===== config.mk =====
export PLATFORM = sky130hd
export DESIGN_NAME = fprc_classifier
export DESIGN_NICKNAME = d
export VERILOG_FILES = /design/src/rtl/fprc_class_decode.v /design/src/rtl/fprc_classifier.v
export VERILOG_INCLUDE_DIRS = /design/src /design/src/rtl
export SDC_FILE = /design/constraint.sdc
export NUM_CORES = 1
export LEC_CHECK = 0
export BUFFER_PORTS_ARGS = -buffer_cell sky130_fd_sc_hd__buf_2
export CAP_MARGIN = 25
export CORE_AREA = 3 3 258 260
export DETAILED_ROUTE_END_ITERATION = 10
export DIE_AREA = 0 0 261 263
export SLEW_MARGIN = 40
export SYNTH_ARGS = -nofsm -noshare
export SYNTH_HDL_FRONTEND = slang
export SYNTH_HIERARCHICAL = 1
export SYNTH_SLANG_ARGS = --single-unit

===== constraint.sdc =====
create_clock -name sys_clk -period 0.8 [get_ports sys_clk]
set_clock_uncertainty 0.05 [all_clocks]
set_input_delay 0.12 -clock sys_clk [delete_from_list [all_inputs] [get_ports sys_clk]]
set_output_delay 0.12 -clock sys_clk [all_outputs]
set_load 0.005 [all_outputs]

===== src/rtl/fprc_regs.vh =====
// constants for the floating-point register format classifier
`ifndef FPRC_REGS_VH
`define FPRC_REGS_VH

// ------------------------------------------------------------
// field layout of one 82-bit register value
// ------------------------------------------------------------
`define FPRC_WIDTH        82
`define FPRC_SIGN_BIT     81
`define FPRC_EXP_MSB      80
`define FPRC_EXP_LSB      64
`define FPRC_SIG_MSB      63
`define FPRC_INT_BIT      63
`define FPRC_FRAC_TOP     62

// ------------------------------------------------------------
// exponent encodings
// ------------------------------------------------------------
`define FPRC_EXP_BIAS     17'h0_FFFF
`define FPRC_EXP_ONES     17'h1_FFFF
`define FPRC_EXP_TOKEN    17'h1_FFFE
`define FPRC_EXP_INT      17'h1_003E
`define FPRC_EXP_ONE      17'h0_FFFF
`define FPRC_EXP_MINREG   17'h0_0001
`define FPRC_EXP_DENXE    18'h3_C002
`define FPRC_SNG_MIN      17'h0_FF81
`define FPRC_SNG_MAX      17'h1_007E
`define FPRC_DBL_MIN      17'h0_FC01
`define FPRC_DBL_MAX      17'h1_03FE
`define FPRC_EXT_MIN      17'h0_C001
`define FPRC_EXT_MAX      17'h1_3FFE
`define FPRC_REG_MAX      17'h1_FFFE

// ------------------------------------------------------------
// significand constants
// ------------------------------------------------------------
`define FPRC_SIG_ONE      64'h8000_0000_0000_0000
`define FPRC_SIG_QNAN     64'hC000_0000_0000_0000
`define FPRC_SNG_LOWMASK  64'h0000_00FF_FFFF_FFFF
`define FPRC_DBL_LOWMASK  64'h0000_0000_0000_07FF

// ------------------------------------------------------------
// classes
// ------------------------------------------------------------
`define FPRC_CL_ZERO      4'h0
`define FPRC_CL_NORMAL    4'h1
`define FPRC_CL_UNNORMAL  4'h2
`define FPRC_CL_XDENORM   4'h3
`define FPRC_CL_PSDENORM  4'h4
`define FPRC_CL_PSZERO    4'h5
`define FPRC_CL_INF       4'h6
`define FPRC_CL_QNAN      4'h7
`define FPRC_CL_SNAN      4'h8
`define FPRC_CL_PSNAN     4'h9
`define FPRC_CL_PSINF     4'hA
`define FPRC_CL_TOKEN     4'hB

// ------------------------------------------------------------
// operation kinds and destination types
// ------------------------------------------------------------
`define FPRC_OP_ADD       2'h0
`define FPRC_OP_MUL       2'h1
`define FPRC_OP_INT       2'h2
`define FPRC_DST_SNG      2'h0
`define FPRC_DST_DBL      2'h1
`define FPRC_DST_EXT      2'h2
`define FPRC_DST_REG      2'h3

`endif


===== src/rtl/fprc_class_decode.v =====
// class decode of one register value
`timescale 1ns/10ps
`include "fprc_regs.vh"

module fprc_class_decode (
  input  wire [81:0] value,
  output reg  [3:0]  valClass,
  output wire        isNeg,
  output wire [17:0] effExp,
  output wire        isIntCanon,
  output wire        isSngNormal,
  output wire        isDblNormal,
  output wire        isExtNormal
);

  wire        sign     = value[`FPRC_SIGN_BIT];
  wire [16:0] exp      = value[`FPRC_EXP_MSB:`FPRC_EXP_LSB];
  wire [63:0] sig      = value[`FPRC_SIG_MSB:0];
  wire        intBit   = sig[`FPRC_INT_BIT];
  wire        fracZero = (sig[62:0] == 63'h0);
  wire        expOnes  = (exp == `FPRC_EXP_ONES);
  wire        expZero  = (exp == 17'h0_0000);
  wire        sigZero  = (sig == 64'h0);

  assign isNeg = sign; // RULE6
  // zero exponent uses a fixed scale equal to biased 0x0C001
  assign effExp = expZero ? (`FPRC_EXP_DENXE) :
                  ({1'b0, exp} - {1'b0, `FPRC_EXP_BIAS}); // RULE2 RULE7 RULE8
  assign isIntCanon = !sign && (exp == `FPRC_EXP_INT); // RULE9

  // -------------------------------------------------------
  // specials checked first so overlapping ranges lose
  // -------------------------------------------------------
  always @* begin
    if (expOnes) begin // RULE3 RULE24
      if (intBit) begin
        if (fracZero)
          valClass = `FPRC_CL_INF; // RULE13
        else if (sig[`FPRC_FRAC_TOP])
          valClass = `FPRC_CL_QNAN; // RULE13
        else
          valClass = `FPRC_CL_SNAN; // RULE13
      end else begin
        valClass = fracZero ? `FPRC_CL_PSINF : `FPRC_CL_PSNAN; // RULE14
      end
    end else if (expZero) begin
      if (sigZero)
        valClass = `FPRC_CL_ZERO; // RULE4
      else
        valClass = intBit ? `FPRC_CL_PSDENORM : `FPRC_CL_XDENORM; // RULE5
    end else if (sigZero) begin
      if (!sign && exp == `FPRC_EXP_TOKEN)
        valClass = `FPRC_CL_TOKEN; // RULE15
      else
        valClass = `FPRC_CL_PSZERO; // RULE16
    end else begin
      valClass = intBit ? `FPRC_CL_NORMAL : `FPRC_CL_UNNORMAL;
    end
  end

  wire normal = (valClass == `FPRC_CL_NORMAL);
  assign isSngNormal = normal && exp >= `FPRC_SNG_MIN && exp <= `FPRC_SNG_MAX &&
                       ((sig & `FPRC_SNG_LOWMASK) == 64'h0); // RULE22
  assign isDblNormal = normal && exp >= `FPRC_DBL_MIN && exp <= `FPRC_DBL_MAX &&
                       ((sig & `FPRC_DBL_LOWMASK) == 64'h0); // RULE22
  assign isExtNormal = normal && exp >= `FPRC_EXT_MIN && exp <= `FPRC_EXT_MAX; // RULE22

endmodule // fprc_class_decode


===== src/rtl/fprc_classifier.v =====
// register format classifier and result canonicaliser
// What this block does
// RULE1 - 82 bits: sign, 17-bit exponent, 64-bit significand
// RULE2 - exponent bias is 65535
// RULE3 - all-ones exponent: infinities and NaNs
// RULE4 - zero exponent and significand: signed zero
// RULE5 - zero exponent, non-zero significand: denormal or pseudo-denormal
// RULE6 - sign zero positive, one negative
// RULE7 - non-zero exponent scales by two to exponent minus bias
// RULE8 - zero exponent scales by two to minus 16382
// RULE9 - canonical integers: exponent 0x1003E, sign zero
// RULE10 - register zero reads +0, register one reads +1
// RULE11 - constant one unchanged for parallel and integer operations
// RULE12 - masked invalid yields negative quiet NaN indefinite
// RULE13 - all-ones exponent, integer bit: infinity, QNaN or SNaN
// RULE14 - all-ones exponent, no integer bit: pseudo-NaN or pseudo-infinity
// RULE15 - deferred-exception token is its own class
// RULE16 - zero significand, mid exponent: pseudo-zero, an unnormal
// RULE17 - pseudo-zero acts as zero; times infinity gives signed infinity
// RULE18 - every encoding accepted as operand
// RULE19 - results most normalized, clamped to destination, canonical specials
// RULE20 - extended denormal results use exponent zero, not 0x0C001
// RULE21 - arithmetic never produces pseudo encodings
// RULE22 - per-precision normal exponent ranges
// RULE23 - unnormal flag sticky, set only by real participation
// RULE24 - one class per encoding; specials win
`timescale 1ns/10ps
`include "fprc_regs.vh"

module fprc_classifier (
  input  wire        sys_clk,
  input  wire        rst_b,
  // operand request
  input  wire        opValid,
  input  wire [1:0]  opKind,
  input  wire [6:0]  opAIdx,
  input  wire [81:0] opAData,
  input  wire [6:0]  opBIdx,
  input  wire [81:0] opBData,
  // operand answer
  output reg         outValid,
  output reg  [81:0] opAValue,
  output reg  [81:0] opBValue,
  output reg  [3:0]  opAClass,
  output reg  [3:0]  opBClass,
  output reg  [17:0] opAEffExp,
  output reg  [17:0] opBEffExp,
  output reg  [1:0]  opAIntPrec,
  output reg  [1:0]  opBIntPrec,
  output reg  [2:0]  opAPrecNormal,
  output reg  [2:0]  opBPrecNormal,
  output reg         specialValid,
  output reg  [81:0] specialResult,
  output reg         invalidOp,
  output reg         unnormFlag,
  input  wire        unnormFlagClear,
  // raw result to write back
  input  wire        resValid,
  input  wire [1:0]  resDest,
  input  wire        resSign,
  input  wire [16:0] resExp,
  input  wire [63:0] resSig,
  output reg         wbValid,
  output reg  [81:0] wbValue
);

  // -------------------------------------------------------
  // constant registers
  // -------------------------------------------------------
  localparam [81:0] CONST_ZERO = {1'b0, 17'h0_0000, 64'h0};
  localparam [81:0] CONST_ONE  = {1'b0, `FPRC_EXP_ONE, `FPRC_SIG_ONE};
  localparam [81:0] QNAN_INDEF = {1'b1, `FPRC_EXP_ONES, `FPRC_SIG_QNAN};
  localparam [81:0] TOKEN_VAL  = {1'b0, `FPRC_EXP_TOKEN, 64'h0};

  // constants substituted for every operation kind
  wire [81:0] valA = (opAIdx == 7'h00) ? CONST_ZERO :
                     (opAIdx == 7'h01) ? CONST_ONE : opAData; // RULE10 RULE11
  wire [81:0] valB = (opBIdx == 7'h00) ? CONST_ZERO :
                     (opBIdx == 7'h01) ? CONST_ONE : opBData; // RULE10 RULE11

  // -------------------------------------------------------
  // operand decode
  // -------------------------------------------------------
  wire [3:0]  clA;
  wire [3:0]  clB;
  wire        negA;
  wire        negB;
  wire [17:0] effA;
  wire [17:0] effB;
  wire        intA;
  wire        intB;
  wire [2:0]  precA;
  wire [2:0]  precB;

  fprc_class_decode decA (
    .value       (valA),
    .valClass    (clA),
    .isNeg       (negA),
    .effExp      (effA),
    .isIntCanon  (intA),
    .isSngNormal (precA[0]),
    .isDblNormal (precA[1]),
    .isExtNormal (precA[2])
  );

  fprc_class_decode decB (
    .value       (valB),
    .valClass    (clB),
    .isNeg       (negB),
    .effExp      (effB),
    .isIntCanon  (intB),
    .isSngNormal (precB[0]),
    .isDblNormal (precB[1]),
    .isExtNormal (precB[2])
  );

  wire nanA   = (clA == `FPRC_CL_QNAN) || (clA == `FPRC_CL_SNAN);
  wire nanB   = (clB == `FPRC_CL_QNAN) || (clB == `FPRC_CL_SNAN);
  wire snanA  = (clA == `FPRC_CL_SNAN);
  wire snanB  = (clB == `FPRC_CL_SNAN);
  wire psA    = (clA == `FPRC_CL_PSNAN) || (clA == `FPRC_CL_PSINF);
  wire psB    = (clB == `FPRC_CL_PSNAN) || (clB == `FPRC_CL_PSINF);
  wire tokA   = (clA == `FPRC_CL_TOKEN);
  wire tokB   = (clB == `FPRC_CL_TOKEN);
  wire infA   = (clA == `FPRC_CL_INF);
  wire infB   = (clB == `FPRC_CL_INF);
  wire pzA    = (clA == `FPRC_CL_PSZERO);
  wire pzB    = (clB == `FPRC_CL_PSZERO);
  wire zeroA  = (clA == `FPRC_CL_ZERO) || pzA; // RULE17
  wire zeroB  = (clB == `FPRC_CL_ZERO) || pzB; // RULE17
  wire unA    = (clA == `FPRC_CL_UNNORMAL) || (clA == `FPRC_CL_XDENORM) ||
                (clA == `FPRC_CL_PSDENORM) || pzA;
  wire unB    = (clB == `FPRC_CL_UNNORMAL) || (clB == `FPRC_CL_XDENORM) ||
                (clB == `FPRC_CL_PSDENORM) || pzB;
  wire arith  = (opKind == `FPRC_OP_ADD) || (opKind == `FPRC_OP_MUL);

  // -------------------------------------------------------
  // special results; every encoding is accepted as input
  // -------------------------------------------------------
  reg        spcValid;
  reg [81:0] spcValue;
  reg        spcInvalid;
  reg        spcNoCalc;

  always @* begin // RULE18
    spcValid   = 1'b0;
    spcValue   = CONST_ZERO;
    spcInvalid = 1'b0;
    spcNoCalc  = 1'b0;
    if (!arith) begin
      spcValid = 1'b0;
    end else if (tokA || tokB) begin
      spcValid  = 1'b1;
      spcValue  = TOKEN_VAL; // RULE15
      spcNoCalc = 1'b1;
    end else if (psA || psB) begin
      spcValid   = 1'b1;
      spcValue   = QNAN_INDEF; // RULE12 RULE21
      spcInvalid = 1'b1;
      spcNoCalc  = 1'b1;
    end else if (nanA || nanB) begin
      // first NaN wins, quieted
      spcValid   = 1'b1;
      spcValue   = nanA ? valA : valB;
      spcValue[`FPRC_FRAC_TOP] = 1'b1;
      spcInvalid = snanA || snanB;
      spcNoCalc  = 1'b1;
    end else if (opKind == `FPRC_OP_MUL && ((infA && zeroB) || (infB && zeroA))) begin
      spcValid = 1'b1;
      if ((infA && pzB) || (infB && pzA)) begin
        spcValue = {negA ^ negB, `FPRC_EXP_ONES, `FPRC_SIG_ONE}; // RULE17
      end else begin
        spcValue   = QNAN_INDEF; // RULE12
        spcInvalid = 1'b1;
      end
    end else if (opKind == `FPRC_OP_ADD && infA && infB && (negA != negB)) begin
      spcValid   = 1'b1;
      spcValue   = QNAN_INDEF; // RULE12
      spcInvalid = 1'b1;
    end else if (infA || infB) begin
      spcValid = 1'b1;
      if (opKind == `FPRC_OP_MUL)
        spcValue = {negA ^ negB, `FPRC_EXP_ONES, `FPRC_SIG_ONE}; // RULE19
      else
        spcValue = {infA ? negA : negB, `FPRC_EXP_ONES, `FPRC_SIG_ONE}; // RULE19
    end
  end

  // only operands that reach the calculation set the flag
  wire unnormSet = opValid && arith && !spcNoCalc && !spcInvalid && (unA || unB); // RULE23

  // -------------------------------------------------------
  // operand answer register
  // -------------------------------------------------------
  always @(posedge sys_clk or negedge rst_b) begin
    if (!rst_b) begin
      outValid      <= 1'b0;
      opAValue      <= 82'h0;
      opBValue      <= 82'h0;
      opAClass      <= `FPRC_CL_ZERO;
      opBClass      <= `FPRC_CL_ZERO;
      opAEffExp     <= 18'h0_0000;
      opBEffExp     <= 18'h0_0000;
      opAIntPrec    <= 2'h0;
      opBIntPrec    <= 2'h0;
      opAPrecNormal <= 3'h0;
      opBPrecNormal <= 3'h0;
      specialValid  <= 1'b0;
      specialResult <= 82'h0;
      invalidOp     <= 1'b0;
    end else begin
      outValid      <= opValid;
      opAValue      <= valA; // RULE1
      opBValue      <= valB; // RULE1
      opAClass      <= clA; // RULE24
      opBClass      <= clB; // RULE24
      opAEffExp     <= effA;
      opBEffExp     <= effB;
      opAIntPrec    <= {intA, negA};
      opBIntPrec    <= {intB, negB};
      opAPrecNormal <= precA;
      opBPrecNormal <= precB;
      specialValid  <= opValid && spcValid;
      specialResult <= spcValue;
      invalidOp     <= opValid && spcInvalid;
    end
  end

  // set wins over a same-cycle clear
  always @(posedge sys_clk or negedge rst_b) begin
    if (!rst_b) begin
      unnormFlag <= 1'b0;
    end else if (unnormSet) begin
      unnormFlag <= 1'b1; // RULE23
    end else if (unnormFlagClear) begin
      unnormFlag <= 1'b0;
    end
  end

  // -------------------------------------------------------
  // result canonicaliser
  // -------------------------------------------------------
  function [6:0] lead_zeros;
    input [63:0] s;
    integer i;
    reg     found;
    begin
      lead_zeros = 7'd64;
      found = 1'b0;
      for (i = 63; i >= 0; i = i - 1) begin
        if (!found && s[i]) begin
          lead_zeros = 7'd63 - i[6:0];
          found = 1'b1;
        end
      end
    end
  endfunction

  reg [16:0] dstMin;
  reg [16:0] dstMax;
  reg [63:0] dstMask;

  always @* begin
    case (resDest)
      `FPRC_DST_SNG: begin
        dstMin  = `FPRC_SNG_MIN;
        dstMax  = `FPRC_SNG_MAX;
        dstMask = ~`FPRC_SNG_LOWMASK;
      end
      `FPRC_DST_DBL: begin
        dstMin  = `FPRC_DBL_MIN;
        dstMax  = `FPRC_DBL_MAX;
        dstMask = ~`FPRC_DBL_LOWMASK;
      end
      `FPRC_DST_EXT: begin
        dstMin  = `FPRC_EXT_MIN;
        dstMax  = `FPRC_EXT_MAX;
        dstMask = 64'hFFFF_FFFF_FFFF_FFFF;
      end
      default: begin
        dstMin  = `FPRC_EXP_MINREG;
        dstMax  = `FPRC_REG_MAX;
        dstMask = 64'hFFFF_FFFF_FFFF_FFFF;
      end
    endcase
  end

  // exponent zero scales like 0x0C001
  wire [16:0] inExp   = (resExp == 17'h0_0000) ? `FPRC_EXT_MIN : resExp;
  wire [6:0]  lz      = lead_zeros(resSig);
  wire [16:0] room    = (inExp > dstMin) ? (inExp - dstMin) : 17'h0_0000;
  wire [16:0] shamt   = ({10'h000, lz} < room) ? {10'h000, lz} : room;
  wire [63:0] normSig = (resSig << shamt[6:0]) & dstMask; // RULE19
  wire [16:0] normExp = inExp - shamt;
  reg  [81:0] wbNext;

  always @* begin
    if (resExp == `FPRC_EXP_ONES) begin
      if (resSig[62:0] == 63'h0)
        wbNext = {resSign, `FPRC_EXP_ONES, `FPRC_SIG_ONE}; // RULE19 RULE21
      else
        wbNext = {resSign, `FPRC_EXP_ONES, resSig | `FPRC_SIG_QNAN}; // RULE21
    end else if (normSig == 64'h0) begin
      wbNext = {resSign, 17'h0_0000, 64'h0}; // RULE19 RULE21
    end else if (normExp > dstMax) begin
      // overflow gives signed infinity; rounding is done outside
      wbNext = {resSign, `FPRC_EXP_ONES, `FPRC_SIG_ONE}; // RULE19
    end else if (!normSig[`FPRC_INT_BIT] && normExp == `FPRC_EXT_MIN) begin
      wbNext = {resSign, 17'h0_0000, normSig}; // RULE20
    end else begin
      wbNext = {resSign, normExp, normSig}; // RULE19
    end
  end

  always @(posedge sys_clk or negedge rst_b) begin
    if (!rst_b) begin
      wbValid <= 1'b0;
      wbValue <= 82'h0;
    end else begin
      wbValid <= resValid;
      wbValue <= wbNext;
    end
  end

endmodule // fprc_classifier


# After elaboration in Yosys (flattened, before gate mapping)
# Index checks and enable logic that the tools add are counted.
dict set report op_classes {
  addsub 4
  mul 0
  n_div 0
  order_cmp 15
  eq_ne 36
  n_shift 1
  muxes 197
  n_bitwise 2
  reduce_logical 207
}
# operator count
set op_table {}
lappend op_table {{82-bit two-way mux} 14}
lappend op_table {{64-bit zero test} 7}
lappend op_table {{7-bit two-way mux} 64}
lappend op_table {{81-bit two-way mux} 4}
lappend op_table {{63-bit zero test} 3}
lappend op_table {{17-bit == test, second input constant} 7}
lappend op_table {{17-bit by 16-bit greater-or-equal comparator with 1-bit output, second input constant} 6}
lappend op_table {{17-bit less-or-equal comparator, second input constant} 6}
lappend op_table {{1-bit logical AND} 98}
lappend op_table {{16-bit one-hot mux with 3 select lines} 2}
lappend op_table {{1-bit two-way mux} 84}
lappend op_table {{40-bit one-hot mux with 2 select lines} 1}
lappend op_table {{1-bit zero test} 68}
lappend op_table {{64-bit bitwise AND} 1}
lappend op_table {{4-bit two-way mux} 16}
lappend op_table {{64-bit by 7-bit left shift with 64-bit output} 1}
lappend op_table {{63-bit two-way mux} 1}
lappend op_table {{17-bit zero test} 3}
lappend op_table {{17-bit two-way mux} 3}
lappend op_table {{18-bit two-way mux} 2}
lappend op_table {{17-bit by 16-bit subtractor with 18-bit output, second input constant} 2}
lappend op_table {{17-bit greater-than comparator} 2}
lappend op_table {{17-bit subtractor} 2}
lappend op_table {{4-bit by 3-bit == test with 1-bit output, second input constant} 8}
lappend op_table {{17 further kinds} 57}
dict set report word_totals {
  register_bits 387
  latch_bits 0
  ramBits 0
  romBits 0
  input_bits 269
  output_inout_bits 387
  elab_cells 479
  n_memories 0
}

# Logic depth before layout (Yosys ltp)
dict set report logic_depth {
  ltp_word 200
  depth_mapped 51
  ltp_nobuf 43
}

# Hierarchy
# Netlist, hierarchy kept.
# module instances cells_per_inst area_per_inst_um2 seq_area_each_um2
set modules_own_cells {}
lappend modules_own_cells {fprc_classifier 1 2553 23085.9 9684.3}
lappend modules_own_cells {fprc_class_decode 2 130 843.3 0.0}

# Worst setup path after synthesis
# No wires, ideal clock.
dict set report synth_path {
  path_type {input to register}
  startpoint {input port resExp[5]}
  endpoint {register wbValue[17]}
  setup_ns 0.066
  arrival_ns 9.276
  required_time_ns 0.684
  path_slack_ns -8.592
  stages 46
  n_path_buf 7
  cell_sequence {clkbuf_1 or3_1 or3_1 nor2_1 or2_2 ha_1 nand3_1 or4_1 o211a_1 clkbuf_1 or2_2 ha_1 nand2_1 a211o_1 o32ai_4 a21oi_2 or3_1 buf_2 (+10 left out) nand3_1 o31ai_1 a21oi_1 o21ai_1 a21oi_1 xnor2_1 ha_1 a21o_1 a21o_1 a21oi_1 nor2b_1 o21ai_0 nand2b_1 a221oi_1 or3_1 buf_2 clkbuf_1 a22o_1}
}
dict set report synth_between {
  elab_chain_len 12
  word_cells_on_any_way 17
  cone_classes {add/sub: 2; order compare: 3; eq/ne: 1; shift: 1; mux: 7; bitwise: 1; reduce/logical: 2}
}
# element line_no
set synth_rtl {}
lappend synth_rtl {{start: declaration} fprc_classifier.v:61} ;# input wire [16:0] resExp,
lappend synth_rtl {{branches (longest 11 deep; another with 17-bit subtractor)} -}
lappend synth_rtl {{81-bit two-way mux (*)} fprc_classifier.v:298} ;# if (resExp == `FPRC_EXP_ONES) begin
lappend synth_rtl {{via wbNext[17]} fprc_classifier.v:295} ;# reg [81:0] wbNext;
lappend synth_rtl {{end signal: assignment} fprc_classifier.v:321} ;# wbValue <= wbNext;
lappend synth_rtl {{end: declaration} fprc_classifier.v:64} ;# output reg [81:0] wbValue
# Mark *: on every way through the listed nets, which the timed path passes.
# A chain may end at the register's enable or synchronous reset.

# Worst setup path after layout
dict set report layout_path {
  startpoint {input port resExp[12]}
  endpoint {register wbValue[25]}
}
# Same word-level chain as after synthesis.

==> results by group <==
Run status
  – Status: finished with violations
  – Violated checks: hold timing, setup timing

Placement
  – Pre-CTS WS: -7.61 ns
  – Inst Count DP: 5208
  – Routability cong.: 1.01
  – PortBufs: 655
  – Hpwl dp: 114000 um

Yosys
  – Yosys reg bits: 387
  – Area fraction in compound gates after synthesis: 20.8%
  – Seq/Total Area, Yosys: 39.1%
  – Ys Warns: 6
  – Synth cell types: 107
  – Post-synthesis mux area share: 7.94%
  – Cell area after synthesis: 24800 um^2
  – EDFF count, synth: 0
  – Async set-reset flop share out of synthesis: 100%
  – Syn Area/Cell: 8.81 um^2
  – Largest family of logic cells by synthesized area: simple AND/OR/NAND/NOR gates
  – Adder-cell area share of the yosys netlist: 2.58%
  – Synth Flop Type: dfrtp_1
  – Post-synthesis cell count: 2813
  – Synth Area in Simple Gates: 23.0%
  – Post-Synth XOR/XNOR Area: 1.77%

Timing
  – Minimum clock period: 7.65 ns
  – Final setup margin: -6.85 ns
  – Slew Viols, Final: 0
  – Slew margin rel.: 45.7%
  – Hold Slack: -0.210 ns
  – Fin Setup TNS: -1067.73 ns
  – Hold Vio Cnt, Final: 164
  – Final setup fails: 764
  – Worst-margin pin slew: 0.815 ns
  – Final period utilization: 957%
  – RSZ-0062 raised after global routing: true
  – Max Freq: 131 MHz

Worst setup path
  – Critical Path Fanout Max: 8
  – CP Class: primary input to register
  – Worst endpoint required time: 1.17 ns
  – Delay-heaviest family, CP: simple AND/OR/NAND/NOR gates
  – Worst path max stage delay: 0.56 ns
  – Critical Path Source Type: primary input
  – Slowest CP cell: nor3_4
  – R2R setup slack: 0.12 ns
  – Worst path bufs/invs: 7
  – CP arrival: 8.03 ns
  – Crit end category: register
  – Most frequent CP cell: ha_4

Power
  – Pwr dens: 1520 nW/um^2
  – P_leak: 21.5 nW
  – Peak supply drop: 1150 uV

Layout
  – Register Area: 9700 um^2
  – Final net count: 4922
  – Fraction of final layout cells with drive strength greater than 1: 56.8%
  – Most common cell after layout, fill and taps aside: buf_4
  – Multi-input logic area: 17600 um^2
  – Commonest cells after routing, fill and taps aside: buf_4, buf_2, dfrtp_1
  – Filler Cell Count: 4721
  – Layout area overhead: 84.1%
  – Post-route insts no fill: 5508

Clocking
  – Worst-Skew Late Latency: 0.54 ns
  – Clock buffer count from CTS: 39
  – Hold_buf cts: 52
  – CTS Buffer Depth: 3
  – CTS tree: yes
  – Clock-pin slew on the worst setup and hold paths: 0.07 ns
  – Clk root buf: clkbuf_16
  – TritonCTS Sinks: 387
  – H-tree Lvls: 2

GRT
  – Initial antenna violation count: 16
  – Vias in the first global route: 31200
  – GRT Resource Usage Total: 41.4%
  – Largest net degree at the start of global routing: 60
  – Global-route wire length before repair: 211000 um
  – GR Overflow Total: 0

Drt
  – First-pass detailed-route iteration total: 7
  – Iter 0 DRT Violations: 3517
  – WL/cell: 27.6 um
  – Drt drc: 0
  – WL final: 152000 um
  – Total number of vias: 31900
  – Routed Antenna Nets: 0
  – DR vias/cell: 5.79

Floorplanning
  – Die area: 68600 um^2
  – Row cnt: 93
  – Die width: 261 um
  – Core ar.: 64300 um^2
  – Num ports: 656
  – Die Ht: 263 um
  – Initial core utilization: 38.5%

Run
  – Total of max-cap violations: 0

Min path
  – Hold Path Class: primary input to register
-- per-stage QoR --
step	instance area (um^2)	power (mW)	util [%]
floorplan	26400	31.7	-
global placement	38200	45.7	59.4
detailed placement	38300	45.7	59.5
CTS	43300	67.0	67.3
global route	45600	71.6	70.9
finish	45600	69.4	70.9
-- layout make-up --
type,count,share of cell area (%)
Clock inverter,19,0.582
Timing Repair Buffer,1949,34.2
Multi-Input combinational cell,2160,38.6
Clock buffer,51,2.39
Tap cell,855,2.35
Inverter,68,0.592
Sequential cell,387,21.3
Antenna cell,19,0.104
-- layer usage --
metal	track usage [%]	part of all wire, %
met1	48.3	36
met2	67.2	46
met3	8.51	9.2
met4	30.3	9.2
met5	0	0.0085
-- power by group --
group          switching (mW)  internal (mW)
Sequential              0.855           21.2
Clock                    8.37           11.4
Combinational            14.4           13.2
Total                    23.6           45.8
-- worst paths after layout --
kind                       cells after the start         from            to
setup / recovery                              41   resExp[12]   wbValue[25]
hold / removal                                 2  opBData[23]  opBValue[23]
setup reg to reg                               2   unnormFlag    unnormFlag
hold reg to reg                                2   unnormFlag    unnormFlag
max in group asynchronous                      4        rst_b  opAValue[46]
min in group asynchronous                      2        rst_b  opAEffExp[0]
-- registers in the layout, indices dropped and copies added (netlist names) --
| signal | flops |
|---|---|
| outValid | 1 |
| specialValid | 1 |
| opAPrecNormal | 3 |
| opAEffExp | 18 |
| wbValid | 1 |
| specialResult | 82 |
| opBClass | 4 |
| opBPrecNormal | 3 |
| opAClass | 4 |
| unnormFlag | 1 |
| opAIntPrec | 2 |
| invalidOp | 1 |
| opAValue | 82 |
| opBValue | 82 |
| opBIntPrec | 2 |
| opBEffExp | 18 |
| wbValue | 82 |
-- cells in the mapped netlist, types with 48 or more instances --
cell type    n  area share (%)
clkbuf_1   139             2.1
dfrtp_1    387              39
nand2_1    254             3.8
mux2i_1    175             7.1
a21oi_1    127             2.6
inv_1       66             1.0
a21o_1      48             1.5
nor2_1     261             4.0
nand3_1     85             1.7
o21ai_0    117             2.4
a31oi_1     71             1.8
nor3_1      85             1.7
and2_1     141             3.6
nor4_1      63             1.6
-- kinds of logic (layout without fill, tap and decap cells) --
logic type               after synthesis  after routing
flip-flops                           387            387
adder cells (fa/ha/maj)               51             51
other                                  1             28
XOR/XNOR                              50             50
AND/OR/NAND/NOR                     1111           1112
multiplexers                         192            192
AO/OA/AOI/OAI                        745            746
buffers and inverters                276           2087
-- repair_timing --
action,4_1_cts,5_1_grt
setup buffers,94,76
endpoints found under the setup margin,713,768
hold endpoints to repair,626,177
pin swaps,127,144
resized for setup,414,467
gates cloned,22,6
Power figures use the tool's default switching activity.
